===== src/ddb_pkg.sv =====
/*
  Package for the demultiplexed bus sequencer: timing constants, states and
  the request/bus carrier structs.
  Assumes one core clock clk_sys; one core period is the unit t.
*/
`default_nettype none
package ddb_pkg;
   // ----------------------------------------------------------------------
   // Timing
   // ----------------------------------------------------------------------
   localparam int unsigned CLK_PERIOD_NS  = 50;
   localparam int unsigned STATE_NS       = 100;  // One bus state, 2t
   localparam int unsigned STATE_CYC      = (STATE_NS + CLK_PERIOD_NS - 1) / CLK_PERIOD_NS;
   localparam int unsigned DEFER_BIT_POS  = 5;    // Deferred enable in config byte one
   localparam logic [7:0]  CFG_ONE_RESET  = 8'h00; // Deferred mode off
   localparam int unsigned ADDR_W         = 20;
   localparam int unsigned DATA_W         = 16;
   localparam int unsigned REGIONS        = 6;
   localparam int unsigned WS_W           = 2;    // Programmed waits 0..3

   // ----------------------------------------------------------------------
   // Types
   // ----------------------------------------------------------------------
   typedef enum logic [2:0] {
      ST_IDLE  = 3'b000,
      ST_DEFER = 3'b001,
      ST_ADDR  = 3'b011,
      ST_DATA  = 3'b010,
      ST_WAIT  = 3'b110
   } ddb_state_t;

   typedef struct packed {
      logic              write;
      logic [2:0]        region;
      logic [ADDR_W-1:0] addr;
      logic [DATA_W-1:0] wdata;
      logic              high_byte;
      logic              fetch;
   } ddb_req_t;

   typedef struct packed {
      logic [ADDR_W-1:0]  addr;
      logic [REGIONS-1:0] region_select_n;
      logic               ale;
      logic               rd_n;
      logic               wr_n;
      logic               high_byte_enable_n;
      logic               fetch_indicator;
      logic [DATA_W-1:0]  dout;
      logic               dout_oe;
   } ddb_bus_t;
endpackage : ddb_pkg
`default_nettype wire


===== src/ddb_phase.sv =====
/*
  Divider making the half-state phase and clock_output (period 2t).
  Assumes synchronous active-high reset on clk_sys.
*/
`timescale 1ns/100ps
`default_nettype none
module ddb_phase
   import ddb_pkg::*;
(
   input  wire logic clk_sys,
   input  wire logic rst,
   output var  logic phase,
   output var  logic clock_output
);
   logic next_phase;

   // Toggle every core period; phase 1 ends a bus state
   always_comb begin
      next_phase = ~phase;
   end

   always_ff @(posedge clk_sys) begin
      if (rst) begin
         phase        <= 1'b0;
         clock_output <= 1'b0;
      end else begin
         phase        <= next_phase;
         clock_output <= next_phase;
      end
   end
endmodule : ddb_phase
`default_nettype wire


===== src/ddb_seq.sv =====
/*
  Demultiplexed external bus sequencer with optional deferred cycles.
  Assumes the core holds req_valid and req until req_ready; ready_pin comes
  from outside and is synchronised here. Region wait counts come from the
  region configuration of the caller.
*/
`timescale 1ns/100ps
`default_nettype none
module ddb_seq
   import ddb_pkg::*;
#(
   parameter int unsigned N_REGIONS = REGIONS
)(
   input  wire logic                         clk_sys,
   input  wire logic                         rst,
   input  wire logic [7:0]                   chip_config_byte_one,
   input  wire logic [N_REGIONS*WS_W-1:0]    bus_region_config,
   input  wire logic                         req_valid,
   input  wire ddb_req_t                     req,
   input  wire logic                         ready_pin,
   input  wire logic [DATA_W-1:0]            din,
   output var  logic                         req_ready,
   output var  logic [DATA_W-1:0]            rdata,
   output var  logic                         rdata_valid,
   output var  ddb_bus_t                     bus,
   output var  logic                         clock_output,
   output var  logic                         defer_active
);
   // Only the documented region count and a two-period state are served
   if (N_REGIONS != REGIONS || STATE_CYC != 2) begin : g_bad_params
      $error("ddb_seq: unsupported parameters");
   end

   // ----------------------------------------------------------------------
   // Helpers
   // ----------------------------------------------------------------------
   function automatic logic [REGIONS-1:0] region_decode(input logic [2:0] r);
      logic [REGIONS-1:0] v;
      v = '1;
      if (r < 3'(REGIONS)) v[r] = 1'b0;
      return v;
   endfunction

   function automatic logic [WS_W-1:0] region_waits(input logic [2:0] r,
                                                   input logic [N_REGIONS*WS_W-1:0] cfg);
      logic [WS_W-1:0] w;
      w = '0;
      for (int i = 0; i < N_REGIONS; i++) begin
         if (r == 3'(i)) w = cfg[i*WS_W +: WS_W];
      end
      return w;
   endfunction

   // ----------------------------------------------------------------------
   // Clocking, pin synchroniser
   // ----------------------------------------------------------------------
   logic phase;
   logic ready_meta, ready_sync;

   ddb_phase u_phase (
      .clk_sys      (clk_sys),
      .rst          (rst),
      .phase        (phase),
      .clock_output (clock_output)
   );

   // READY is asynchronous to the core; two flops before use
   always_ff @(posedge clk_sys) begin
      if (rst) begin
         ready_meta <= 1'b1;
         ready_sync <= 1'b1;
      end else begin
         ready_meta <= ready_pin;
         ready_sync <= ready_meta;
      end
   end

   // ----------------------------------------------------------------------
   // Sequencer
   // ----------------------------------------------------------------------
   ddb_state_t      state, next_state;
   ddb_req_t        cur, next_cur;
   logic [2:0]      last_region, next_last_region;
   logic            last_write, next_last_write;
   logic            have_last, next_have_last;
   logic [WS_W-1:0] ws_left, next_ws_left;
   logic            next_req_ready, next_rdata_valid, next_defer_active;
   logic [DATA_W-1:0] next_rdata;
   ddb_bus_t        next_bus;
   logic            defer_en, need_defer;

   assign defer_en   = chip_config_byte_one[DEFER_BIT_POS];
   // Either cause gives the same single state, never two
   assign need_defer = defer_en && have_last &&
                       ((req.region != last_region) ||
                        (req.write && !last_write));

   always_comb begin
      next_state        = state;
      next_cur          = cur;
      next_last_region  = last_region;
      next_last_write   = last_write;
      next_have_last    = have_last;
      next_ws_left      = ws_left;
      next_req_ready    = 1'b0;
      next_rdata        = rdata;
      next_rdata_valid  = 1'b0;
      next_defer_active = defer_active;
      next_bus          = bus;
      next_bus.ale      = 1'b0;
      case (state)
         ST_IDLE: begin
            if (req_valid && !req_ready && phase) begin
               next_cur = req;
               next_bus.addr               = req.addr;
               next_bus.region_select_n    = region_decode(req.region);
               next_bus.high_byte_enable_n = ~req.high_byte;
               next_bus.fetch_indicator    = req.fetch;
               next_bus.dout               = req.wdata;
               next_bus.dout_oe            = req.write;
               next_ws_left = region_waits(req.region, bus_region_config);
               if (need_defer) begin
                  next_state        = ST_DEFER;
                  next_defer_active = 1'b1;
               end else begin
                  next_state   = ST_ADDR;
                  next_bus.ale = 1'b1;
               end
            end
         end
         ST_DEFER: begin
            // Address and select held, strobes stay high for one state
            if (phase) begin
               next_state        = ST_ADDR;
               next_bus.ale      = 1'b1;
               next_defer_active = 1'b0;
            end
         end
         ST_ADDR: begin
            if (phase) begin
               next_state = ST_DATA;
               if (cur.write) next_bus.wr_n = 1'b0;
               else next_bus.rd_n = 1'b0;
            end
         end
         ST_DATA, ST_WAIT: begin
            // Deferral already spent; waits still counted here
            if (phase) begin
               if (ws_left != '0) begin
                  next_ws_left = ws_left - 1'b1;
                  next_state   = ST_WAIT;
               end else if (!ready_sync) begin
                  next_state = ST_WAIT;
               end else begin
                  next_state       = ST_IDLE;
                  next_bus.rd_n    = 1'b1;
                  next_bus.wr_n    = 1'b1;
                  next_req_ready   = 1'b1;
                  next_rdata       = din;
                  next_rdata_valid = !cur.write;
                  next_last_region = cur.region;
                  next_last_write  = cur.write;
                  next_have_last   = 1'b1;
               end
            end
         end
         default: next_state = ST_IDLE;
      endcase
   end

   always_ff @(posedge clk_sys) begin
      if (rst) begin
         state        <= ST_IDLE;
         cur          <= '0;
         last_region  <= '0;
         last_write   <= 1'b0;
         have_last    <= 1'b0;
         ws_left      <= '0;
         req_ready    <= 1'b0;
         rdata        <= '0;
         rdata_valid  <= 1'b0;
         defer_active <= 1'b0;
         bus          <= '{addr: '0, region_select_n: '1, ale: 1'b0, rd_n: 1'b1,
                           wr_n: 1'b1, high_byte_enable_n: 1'b1, fetch_indicator: 1'b0,
                           dout: '0, dout_oe: 1'b0};
      end else begin
         state        <= next_state;
         cur          <= next_cur;
         last_region  <= next_last_region;
         last_write   <= next_last_write;
         have_last    <= next_have_last;
         ws_left      <= next_ws_left;
         req_ready    <= next_req_ready;
         rdata        <= next_rdata;
         rdata_valid  <= next_rdata_valid;
         defer_active <= next_defer_active;
         bus          <= next_bus;
      end
   end

   // ----------------------------------------------------------------------
   // Checks
   // ----------------------------------------------------------------------
   a_defer_off: assert property (@(posedge clk_sys) disable iff (rst)
      !defer_en |-> !defer_active) else $error("defer state while mode off");
   a_defer_len: assert property (@(posedge clk_sys) disable iff (rst)
      $rose(defer_active) |-> defer_active ##1 defer_active ##1 !defer_active)
      else $error("defer state not one state long");
   a_no_strobe_defer: assert property (@(posedge clk_sys) disable iff (rst)
      defer_active |-> bus.rd_n && bus.wr_n && !bus.ale) else $error("strobe in defer");
   a_ale_after_defer: assert property (@(posedge clk_sys) disable iff (rst)
      $fell(defer_active) |-> bus.ale) else $error("ale missing after defer");
   a_region_defer: assert property (@(posedge clk_sys) disable iff (rst)
      (state == ST_IDLE && req_valid && !req_ready && phase && defer_en && have_last
       && req.region != last_region) |=> defer_active) else $error("region change no defer");
   a_turn_defer: assert property (@(posedge clk_sys) disable iff (rst)
      (state == ST_IDLE && req_valid && !req_ready && phase && defer_en && have_last
       && req.write && !last_write) |=> defer_active) else $error("turnaround no defer");
   a_plain_cycle: assert property (@(posedge clk_sys) disable iff (rst)
      ($rose(bus.ale) && ws_left == '0 && ready_sync) |-> ##2 (!bus.rd_n || !bus.wr_n))
      else $error("strobe not at state two");
   a_ready_hold: assert property (@(posedge clk_sys) disable iff (rst)
      (state inside {ST_DATA, ST_WAIT} && phase && ws_left == '0 && !ready_sync)
      |=> state == ST_WAIT && (!bus.rd_n || !bus.wr_n)) else $error("not ready ended cycle");
   a_prog_wait: assert property (@(posedge clk_sys) disable iff (rst)
      (state inside {ST_DATA, ST_WAIT} && phase && ws_left != '0)
      |=> state == ST_WAIT && ws_left == $past(ws_left) - 1'b1) else $error("wait not counted");

   c_defer:  cover property (@(posedge clk_sys) $rose(defer_active));
   c_wait:   cover property (@(posedge clk_sys) state == ST_WAIT);
   c_read:   cover property (@(posedge clk_sys) rdata_valid);
   c_both:   cover property (@(posedge clk_sys) defer_active ##[1:20] state == ST_WAIT);
endmodule : ddb_seq
`default_nettype wire


===== config.mk =====
export PLATFORM = sky130hd
export DESIGN_NAME = ddb_seq
export DESIGN_NICKNAME = d
export VERILOG_FILES = /design/src/ddb_pkg.sv /design/src/ddb_phase.sv /design/src/ddb_seq.sv
export SDC_FILE = /design/constraint.sdc
export NUM_CORES = 1
export LEC_CHECK = 0
export CORE_MARGIN = 2
export CORE_UTILIZATION = 39
export DETAILED_ROUTE_END_ITERATION = 10
export DONT_BUFFER_PORTS = 1
export GPL_ROUTABILITY_DRIVEN = 0
export GPL_TIMING_DRIVEN = 0
export SLEW_MARGIN = 20
export SYNTH_ARGS = -nofsm -noshare
export SYNTH_HDL_FRONTEND = slang
export SYNTH_SLANG_ARGS = --single-unit

===== constraint.sdc =====
create_clock -name clk_sys -period 2.2 [get_ports clk_sys]
set_clock_uncertainty 0.2 [all_clocks]
set_input_delay 0.11 -clock clk_sys [delete_from_list [all_inputs] [get_ports clk_sys]]
set_output_delay 0.11 -clock clk_sys [all_outputs]
set_load 0.02 [all_outputs]

Word-level counts from Yosys, hierarchy flattened

Index checks and enable logic that the tools add are counted.

Register bits: 83
Bits of input ports: 82
Output and inout bits: 68
Word-level logic and storage cells: 115

Add/sub/neg operators: 1
$lt $le $gt $ge: 3
Equality and inequality tests: 20
Multiplexer cells: 37
Bitwise gates (word level): 6
Reductions and logical operators: 26

Operator list:

| kind                                                                   | number |
|---|---|
| 2-bit 2-to-1 mux                                                       | 14 |
| 3-bit 2-to-1 mux                                                       | 6 |
| 4-bit AND reduction                                                    | 4 |
| 2-bit != test (second input constant)                                  | 7 |
| 3-bit by 2-bit == test with 1-bit output (second input constant)       | 4 |
| 3-bit one-hot mux with 4 select lines                                  | 1 |
| 6-bit AND reduction                                                    | 2 |
| 1-bit 2-to-1 mux                                                       | 10 |
| 3-bit == test (second input constant)                                  | 3 |
| 2-bit one-hot mux with 2 select lines                                  | 2 |
| 2-bit nonzero test                                                     | 4 |
| 3-bit by 1-bit == test with 1-bit output (second input constant)       | 2 |
| 1-bit logical AND                                                      | 6 |
| 3-bit zero test                                                        | 2 |
| 6-bit 2-to-1 mux                                                       | 1 |
| 2-bit by 1-bit != test with 1-bit output (second input constant)       | 3 |
| 6-bit inverter                                                         | 1 |
| 1-bit inverter                                                         | 5 |
| 5-bit OR reduction                                                     | 1 |
| 3-bit by 4-bit < comparator with 1-bit output (second input constant)  | 1 |
| 1-bit one-hot mux with 2 select lines                                  | 2 |
| 4-bit OR reduction                                                     | 1 |
| 1-bit demux with 3-bit select                                          | 1 |
| 3-bit by 1-bit >= comparator with 1-bit output (second input constant) | 1 |
| other kinds (7)                                                        | 9 |

Longest topological paths before layout

Gate-level depths: netlist of the first run.

Word-level depth: 9
Mapped depth: 8
Depth with buffers taken out: 6

Cells and area by module

Synthesis of the first run repeated with hierarchy kept, for this count alone.

Cells, all modules: 391
Area, all modules: 3208.1 um^2

Modules (own cells, without submodules):

| module    | times used | cells each | area an instance (um^2) | seq. area each (um^2) |
|---|---|---|---|---|
| ddb_seq   | 1          | 388        | 3176.8                  | 1641.6 |
| ddb_phase | 1          | 3          | 31.3                    | 20.0 |

Least setup slack after synthesis of the first run

No wires, ideal clock.

Kind: flip-flop to flip-flop
From: register u_phase.phase
To: register rdata[8]
Setup time: 0.132 ns
Arrival: 1.433 ns
Data required time: 1.868 ns
Path slack: 0.434 ns
Cell stages (with the launch flop): 8
Path buffers: 3
Clock period less this slack: 1.766 ns
Cell sequence: dfxtp_1 -> buf_2 -> nand3_1 -> or2_2 -> clkbuf_1 -> buf_2 -> nand2_1 -> a21oi_1

Cells in the longest elaborated chain, start to end: 1

RTL lines:

| element                              | line            | source |
|---|---|---|
| start, declared                      | ddb_phase.sv:12 | `output var logic phase,` |
| start signal, assigned               | ddb_phase.sv:27 | `phase <= next_phase;` |
| 4-bit AND reduction (no source line) | n/a             |  |
| end signal, assigned                 | ddb_seq.sv:194  | `rdata <= next_rdata;` |
| end, declared                        | ddb_seq.sv:23   | `output var logic [DATA_W-1:0] rdata,` |

Every way passes these cells.
A chain may end at the register's enable or synchronous reset.

Worst setup path after layout of the first run

From: input req[39] in the netlist's numbering
To: register ws_left[1]

Cells in the longest elaborated chain, start to end: 9
Elaborated cells on any way between the ends: 14
Those cells by class: eq/ne: 5; mux: 8; reduce/logical: 1

RTL lines:

| element                                 | line           | source |
|---|---|---|
| start, declared                         | ddb_seq.sv:19  | `input wire ddb_req_t req,` |
| 3-bit zero test                         | ddb_seq.sv:49  | `if (r == 3'(i)) w = cfg[i*WS_W +: WS_W];` |
| 2-bit 2-to-1 mux (5 in series)          | ddb_seq.sv:49  |  |
| 2-bit 2-to-1 mux *                      | ddb_seq.sv:49  |  |
| 2-bit 2-to-1 mux *                      | ddb_seq.sv:113 | `if (req_valid && !req_ready && phase) begin` |
| 2-bit one-hot mux with 2 select lines * | ddb_seq.sv:111 | `case (state)` |
| end signal, assigned                    | ddb_seq.sv:192 | `ws_left <= next_ws_left;` |
| end, declared                           | ddb_seq.sv:86  | `logic [WS_W-1:0] ws_left, next_ws_left;` |

Every way passes the cells marked *; elsewhere a longest branch is shown, timed or not. The select of a mux whose other input is x is not followed.

==> Implementation_results.wiki, run 1 <==
{| class="wikitable"
! Metric !! Value
|-
| Outcome || finished, final reports clean
|-
| Die ar. || just under 9000 µm²
|-
| Final routed wirelength across all metal layers || 8880 µm
|-
| Async set-reset flop share out of synthesis || 0%
|-
| Post-DRT Antenna Nets || 0
|-
| Highest-count cells in the layout ignoring fill and taps || sky130_fd_sc_hd__nand2_1, sky130_fd_sc_hd__dfxtp_1, sky130_fd_sc_hd__dlygate4sd3_1
|-
| Setup CP Type || input pin to flip-flop
|-
| Initial core utilization || a little over 40%
|-
| Number of setup violations in the final report || 0
|-
| First-pass GRT wire length || 13900 µm
|-
| Clock Path Buffers || 2
|-
| Placement Rows || 32
|-
| Normalized max-slew margin || 64.8%
|-
| Total negative setup slack || 0 ns
|-
| Remaining global-route overflow || 0
|-
| Type of element launching the critical path || input pin
|-
| TritonCTS sink count || 83
|-
| Standard cell core area || 7810 µm²
|-
| Area delta synth->final || 30.7%
|-
| Commonest non-fill, non-tap cell in the layout || sky130_fd_sc_hd__nand2_1
|-
| Slew @ Worst Pin || approximately 0.53 ns
|-
| Pin count of the biggest net entering global routing || 16
|-
| Synth warn || 0
|-
| Die X || 94.0 µm
|-
| Most used cell, CP || sky130_fd_sc_hd__dlygate4sd3_1
|-
| Leak Pwr || 0.00148 µW
|-
| Post-synthesis register bit count || 83
|-
| Initial antenna violation count || 0
|-
| Pins Over Slew Limit || 0
|-
| Iter 0 DRT Violations || 89
|-
| Layout Nets || 551
|-
| Die H || approximately 94 µm
|-
| Kind of cell adding the most delay to the critical path || buffers and inverters
|-
| Cell with the biggest individual delay on the critical path || sky130_fd_sc_hd__dlygate4sd3_1
|-
| IR Drop Worst-Case VDD || 0.351 mV
|-
| Port buffer count || 0
|-
| Unrepaired setup endpoints after global routing || no
|-
| Maximum achievable frequency || between 400 and 500 MHz
|-
| CP Data Required Time || 2.24 ns
|-
| Clock input transition at the sequential cells of the worst setup and hold paths || 0.08 ns
|-
| Syn Nets || between 400 and 500
|-
| Placed insts || around 490
|-
| Data arrival time of the critical path || between 2 and 2.5 ns
|-
| Class of the worst hold path || input pin to flip-flop
|-
| Average wire per standard cell || 15.4 µm
|-
| Final standard cell count with taps included and fillers excluded || roughly 580
|-
| Final HPWL from detailed placement || 5840 µm
|-
| Tot GR Track Use || 20.0%
|-
| Share of final-layout standard cells stronger than drive strength 1 || 7.40%
|-
| TritonCTS clock tree || done
|-
| Area contributors post-synth || sky130_fd_sc_hd__dfxtp_1, sky130_fd_sc_hd__nand2_1, sky130_fd_sc_hd__a21oi_1, sky130_fd_sc_hd__clkbuf_1, sky130_fd_sc_hd__nor2_1
|-
| Worst setup EP type || flip-flop
|-
| Yosys cell types || 38
|-
| Number of hold violations in the final report || 0
|-
| Part of the cycle the worst path needs || between 90% and 100%
|-
| Synth area leader || sky130_fd_sc_hd__dfxtp_1
|-
| Ratio of routed vias to standard cells || ~5.1
|-
| Sequential share of the synthesized area || 52.6%
|-
| DR vias || a little under 3000
|-
| Worst-path cell chain || dlygate4sd3_1 -> buf_2 -> and4b_1 -> a211oi_1 -> dlygate4sd3_1 -> nand3_1 -> a32o_1
|-
| Maximum single-stage delay on the critical path || 0.57 ns
|-
| Via count of the first global-routing pass || 2923
|-
| Synth Cell Area || 3160 µm²
|-
| Number of fill cells in the layout || 755
|-
| Buffers and inverters on the worst path || 3
|-
| Initial DRT Pass Iterations || 4
|-
| Number of buffers inserted during clock tree synthesis || 9
|-
| FF+latch area || 1660 µm²
|-
| Max_cap viols || 0
|-
| Insertion delay of the later-clocked pin in the worst-skew pair || 0.34 ns
|-
| Area of the multi-input gates || 1330 µm²
|-
| Highest fanout seen on the critical path || 10
|-
| Min Tclk post-route || 2.09 ns
|-
| Mapped Avg Cell Area || 8.06 µm²
|-
| Portion of synthesized cell area occupied by the leading cell type || 52.6%
|-
| Post-Syn Instances || 392
|-
| Top flip-flop cell by instance count after synthesis || sky130_fd_sc_hd__dfxtp_1
|-
| Maximum level of the CTS H-tree || 3
|-
| Number of enable flip-flop cells after synthesis || 0
|-
| Power density of the placed cells || 731 nW/µm²
|-
| Antenna fix cells || 0
|-
| Clk root buf || sky130_fd_sc_hd__clkbuf_8
|-
| Top-level I/O count || 150
|-
| DRC errors left || 0
|}
-- kinds of logic after synthesis --
kind of cell	after synthesis	synth area share [%]
simple gates	176	24.2
compound gates	89	15.3
flops	83	52.6
buf+inv	36	5.42
mux	4	1.27
xor+xnor	3	0.832
fa+ha+maj	1	0.396
-- worst reg2reg max path: stages, from the launching register on --
cell and delay [ns]:
sky130_fd_sc_hd__dfxtp_1 0.47, sky130_fd_sc_hd__buf_2 0.25, sky130_fd_sc_hd__nand3_1 0.12, sky130_fd_sc_hd__or2_2 0.28, sky130_fd_sc_hd__clkbuf_1 0.17, sky130_fd_sc_hd__buf_2 0.22
sky130_fd_sc_hd__nand2_1 0.09, sky130_fd_sc_hd__a21oi_1 0.07
-- timing repair --
action                     CTS  global route
setup endpoints to repair    0            42
resized for setup            0             5
hold endpoints to repair    68             0
hold buffers                66             0
setup buffers                0             0
-- worst paths after layout --
kind / from / depth (start not counted) / endpoint / slack [ns]
worst min register to register: ready_meta / 1 / ready_sync / 0.24
worst max register to register: u_phase.phase / 7 / rdata[5] / 0.21
worst max-delay path: req[39] / 7 / ws_left[1] / 0.11
worst min-delay path: req_valid / 3 / state[0] / 0.04
-- state kept, by name, summed over array words and instances, names as in the netlist --
signal and count:
defer_active 1, have_last 1, rdata 16, state 3, bus 47, rdata_valid 1, ready_sync 1, last_write 1
last_region 3, u_phase.phase 1, ready_meta 1, cur 4, ws_left 2, req_ready 1
-- layer usage --
metal / vias up / wire, µm / global-route usage [%]
li1: 1448 / - / -
met1: 1357 / 3560 / 22.1
met2: 106 / 4580 / 35.6
met3: 6 / 667 / 6.50
met4: 0 / 68 / 7.73
met5: - / 0 / 0
-- cells in the mapped netlist (all sizes together), types with 3 or more instances --
master  count
clkbuf     17
nand3       6
xnor2       3
a21oi      65
a211oi      3
nor2b       4
dfxtp      83
nor3        3
inv         6
nor4        4
nand2     128
mux2i       4
buf        13
nor2       15
or2         3
o21ai      10
-- area by class of cell --
class / count / share of cell area [%]
clock inverters: 6 / 1.18
repair buffers: 66 / 16.0
well taps: 102 / 3.09
clock buffers: 10 / 3.09
plain buffers: 29 / 3.60
flip-flops and latches: 83 / 40.2
multi-input cells: 273 / 32.3
inverters: 6 / 0.545
-- power breakdown --
part | leakage (µW) | internal [µW] | total [µW] | switching, µW
Sequential | 0.000674 | 1560 | 1670 | 107
Combinational | 0.000722 | 177 | 367 | 190
Clock | 0.0000795 | 420 | 983 | 563
Total | 0.00148 | 2160 | 3020 | 860
-- per-stage QoR --
step           total power (µW)  util [%]  area, µm²  hold WS (ns)  worst slack [ns]
3_3_place_gp               1960      42.1       3290        0.0171             0.145
3_5_place_dp               1970      42.1       3290        0.0170            0.0964
5_1_grt                    3170      52.9       4130        0.0392            0.0282
6_report                   3020      52.9       4130        0.0352             0.112
4_1_cts                    3060      52.8       4130       0.00239            0.0306
2_1_floorplan              1890         -       3160        0.0138             0.434
Power figures use the tool's default switching activity.
==> run 2, diff against run 1 <==
PLACE_DENSITY = 0.53   (was default)
SYNTH_HIERARCHICAL = 1   (was default)
==> run 2 against run 1 <==
  * Setup slack worse by 0.016 ns
  * Power up 7.0%
  * Highest routed layer unchanged
  * Largest cell class unchanged
  * Critical endpoint is now ws_left[0]
  * Final area up 2.7%
==> Implementation_results.wiki, run 2 <==
{| class="wikitable"
! Metric !! Value
|-
| Power density of the placed cells || 761 nW/µm² (+4.2%)
|-
| Pins Over Slew Limit || 0 (unchanged)
|-
| Clock Path Buffers || 2 (unchanged)
|-
| Highest fanout seen on the critical path || 10 (unchanged)
|-
| Die ar. || 8970 µm² (+1.4%)
|-
| Area delta synth->final || 32.3%
|-
| Class of the worst hold path || input pin to flip-flop
|-
| Synth warn || 6 (+6)
|-
| Maximum achievable frequency || 475 MHz (-0.78%)
|-
| Min Tclk post-route || 2.10 ns (+0.0163 ns)
|-
| Post-synthesis register bit count || 83 (unchanged)
|-
| Final routed wirelength across all metal layers || 8750 µm (-1.4%)
|-
| Number of buffers inserted during clock tree synthesis || 9 (unchanged)
|-
| Worst-path cell chain || dlygate4sd3_1 -> buf_2 -> nor2b_1 -> a32oi_1 -> dlygate4sd3_1 -> o2111a_1 -> o32ai_1
|-
| Most frequent cells after synthesis || sky130_fd_sc_hd__nand2_1, sky130_fd_sc_hd__dfxtp_1, sky130_fd_sc_hd__a21oi_1
|-
| Endpoint of the worst setup timing path || ws_left[0]
|-
| Die X || 94.7 µm (+0.72%)
|-
| Remaining global-route overflow || 0 (unchanged)
|-
| DR vias || 2901 (-0.55%)
|-
| Number of enable flip-flop cells after synthesis || 0 (unchanged)
|-
| Maximum level of the CTS H-tree || 3 (unchanged)
|-
| Via count of the first global-routing pass || 2817 (-3.6%)
|-
| Iter 0 DRT Violations || 68 (-24%)
|-
| Average wire per standard cell || 15.1 µm (-2.1%)
|-
| Portion of synthesized cell area occupied by the leading cell type || 51.8% (-0.78 points)
|-
| Layout Nets || 552 (+0.18%)
|-
| Buffers and inverters on the worst path || 3 (unchanged)
|-
| Post-Syn Instances || 391 (-0.26%)
|-
| Worst hold path cell count || 4 (+1)
|-
| Initial DRT Pass Iterations || 4 (unchanged)
|-
| Commonest non-fill, non-tap cell in the layout || sky130_fd_sc_hd__nand2_1
|-
| Unrepaired setup endpoints after global routing || no
|-
| First-pass GRT wire length || 13400 µm (-3.6%)
|-
| Biggest register || bus
|-
| Initial antenna violation count || 0 (unchanged)
|-
| Max_cap viols || 0 (unchanged)
|-
| Worst hold slack || 0.0372 ns (+0.00208 ns)
|-
| DRC errors left || 0 (unchanged)
|-
| Type of element launching the critical path || input pin
|-
| Most frequently used cell type in the post-synthesis netlist || sky130_fd_sc_hd__nand2_1
|-
| Die H || 94.7 µm (+0.72%)
|-
| Async set-reset flop share out of synthesis || 0% (unchanged)
|-
| Outcome || finished, final reports clean
|-
| Port buffer count || 0 (unchanged)
|-
| Antenna fix cells || 0 (unchanged)
|-
| Data arrival time of the critical path || 2.16 ns (+0.04 ns)
|-
| Yosys cell types || 41 (+7.9%)
|-
| Highest-count cells in the layout ignoring fill and taps || sky130_fd_sc_hd__nand2_1, sky130_fd_sc_hd__dfxtp_1, sky130_fd_sc_hd__dlygate4sd3_1
|-
| Worst path depth || 7 (unchanged)
|-
| FF-to-FF End || bus[38]
|-
| Source of the critical timing path || req[39]
|-
| Part of the cycle the worst path needs || 95.6% (+0.74 points)
|-
| Largest register FFs || 47 (unchanged)
|-
| Worst reg2reg startpoint || req_ready
|-
| Worst setup EP type || flip-flop
|-
| Tot GR Track Use || 19.2% (-0.79 points)
|-
| Number of hold violations in the final report || 0 (unchanged)
|-
| CP Data Required Time || 2.25 ns (about the same)
|-
| Clock input transition at the sequential cells of the worst setup and hold paths || 0.08 ns (about the same)
|-
| FF-to-FF setup slack || 0.23 ns (+0.02 ns)
|-
| Mapped Avg Cell Area || 8.20 µm² (+1.8%)
|-
| Area contributors post-synth || sky130_fd_sc_hd__dfxtp_1, sky130_fd_sc_hd__nand2_1, sky130_fd_sc_hd__a21oi_1, sky130_fd_sc_hd__buf_2, sky130_fd_sc_hd__clkbuf_1
|-
| Synth area leader || sky130_fd_sc_hd__dfxtp_1
|-
| Share of final-layout standard cells stronger than drive strength 1 || 9.07% (+1.7 points)
|-
| Syn Nets || 474 (-0.21%)
|-
| Ratio of routed vias to standard cells || 5.01 (-1.2%)
|-
| IR Drop Worst-Case VDD || 0.415 mV (+18%)
|-
| Leak Pwr || 0.00152 µW (+2.9%)
|-
| Sequential share of the synthesized area || 51.8% (-0.78 points)
|-
| Kind of cell adding the most delay to the critical path || buffers and inverters
|-
| Top flip-flop cell by instance count after synthesis || sky130_fd_sc_hd__dfxtp_1
|-
| Path depth of the worst reg2reg path || 6 (-1)
|-
| Total negative setup slack || 0 ns (unchanged)
|-
| Synth Cell Area || 3210 µm² (+1.5%)
|-
| Standard cell core area || 8090 µm² (+3.7%)
|-
| Placement Rows || 33 (+3.1%)
|-
| TritonCTS sink count || 83 (unchanged)
|-
| Number of setup violations in the final report || 0 (unchanged)
|-
| Pin count of the biggest net entering global routing || 14 (-2)
|-
| Normalized max-slew margin || 64.7% (about the same)
|-
| Insertion delay of the later-clocked pin in the worst-skew pair || 0.35 ns (about the same)
|-
| Largest regs || bus x47, rdata x16, cur x4
|-
| Top-level I/O count || 150 (unchanged)
|-
| Cell with the biggest individual delay on the critical path || sky130_fd_sc_hd__dlygate4sd3_1
|-
| TritonCTS clock tree || done
|-
| Slew @ Worst Pin || 0.529 ns (+0.000145 ns)
|-
| Clk root buf || sky130_fd_sc_hd__clkbuf_8
|-
| Initial core utilization || 39.6% (-0.84 points)
|-
| Most used cell, CP || sky130_fd_sc_hd__dlygate4sd3_1
|-
| Maximum single-stage delay on the critical path || 0.58 ns (about the same)
|-
| Post-DRT Antenna Nets || 0 (unchanged)
|-
| Setup CP Type || input pin to flip-flop
|-
| Final HPWL from detailed placement || 5790 µm (-0.89%)
|}
[run 2: kinds of logic after synthesis]
kind of cell,share of synthesized area (%)
adder cells (fa/ha/maj),0.390
AND/OR/NAND/NOR,23.3
multiplexers,0.702
buffers and inverters,5.65
XOR/XNOR,0.819
AO/OA/AOI/OAI,17.4
flip-flops,51.8
[run 2: repair_timing]
action / CTS / global route
resized for setup: 0 / 1
endpoints found under the hold margin: 68 / 0
hold buffers: 67 / 0
setup buffers: 0 / 0
endpoints found under the setup margin: 0 / 2
[run 2: how the worst min path moves through the flow]
| stage | endpoint | from | slack [ns] |
|---|---|---|---|
| global route | defer_active | chip_config_byte_one[5] | 0.05 |
| global placement | u_phase/clock_output | rst | -0.02 |
| floorplan | u_phase/clock_output | rst | -0.02 |
| CTS | defer_active | chip_config_byte_one[5] | 0.03 |
| finish | defer_active | chip_config_byte_one[5] | 0.04 |
| detailed placement | u_phase/clock_output | rst | -0.02 |
[run 2: worst register-to-register path, cell delays in order, from the launching register on]
cell                      delay, ns
sky130_fd_sc_hd__dfxtp_1       0.40
sky130_fd_sc_hd__nor2b_1       0.35
sky130_fd_sc_hd__nand3_1       0.26
sky130_fd_sc_hd__buf_2         0.26
sky130_fd_sc_hd__buf_2         0.21
sky130_fd_sc_hd__nand2_1       0.09
sky130_fd_sc_hd__a21oi_1       0.06
[run 2: final cells by class]
cell class	count	area, µm²
multi-input cells	272	1370
clock buffers	12	155
well taps	105	131
flip-flops and latches	83	1660
plain buffers	32	166
fillers	765	3850
inverters	4	15.0
repair buffers	67	671
clock inverters	4	72.6
[run 2: metal layers]
metal / routed length (µm) / GRT usage [%] / up-vias
li1: - / - / 1463
met1: 3620 / 22.1 / 1328
met2: 4290 / 33.0 / 100
met3: 695 / 6.30 / 10
met4: 144 / 7.73 / 0
met5: 0 / 0 / -
[run 2: power by group]
| group | internal (µW) | switching [µW] | leakage [µW] |
|---|---|---|---|
| Clock | 700 | 531 | 0.000113 |
| Sequential | 1560 | 93.9 | 0.000674 |
| Combinational | 171 | 177 | 0.000732 |
[run 2: metrics by stage]
| step | worst slack, ns | instances | instance area [µm²] | util [%] | power, µW |
|---|---|---|---|---|---|
| final | 0.0959 | 579 | 4240 | 52.4 | 3230 |
| after detailed placement | 0.239 | 496 | 3340 | 41.3 | 1940 |
| after global placement | 0.265 | 496 | 3340 | 41.3 | 1930 |
| after global routing | 0.0345 | 579 | 4240 | 52.4 | 3370 |
| after floorplan | 0.449 | 391 | 3210 | - | 1870 |
| after CTS | 0.100 | 579 | 4240 | 52.4 | 3250 |
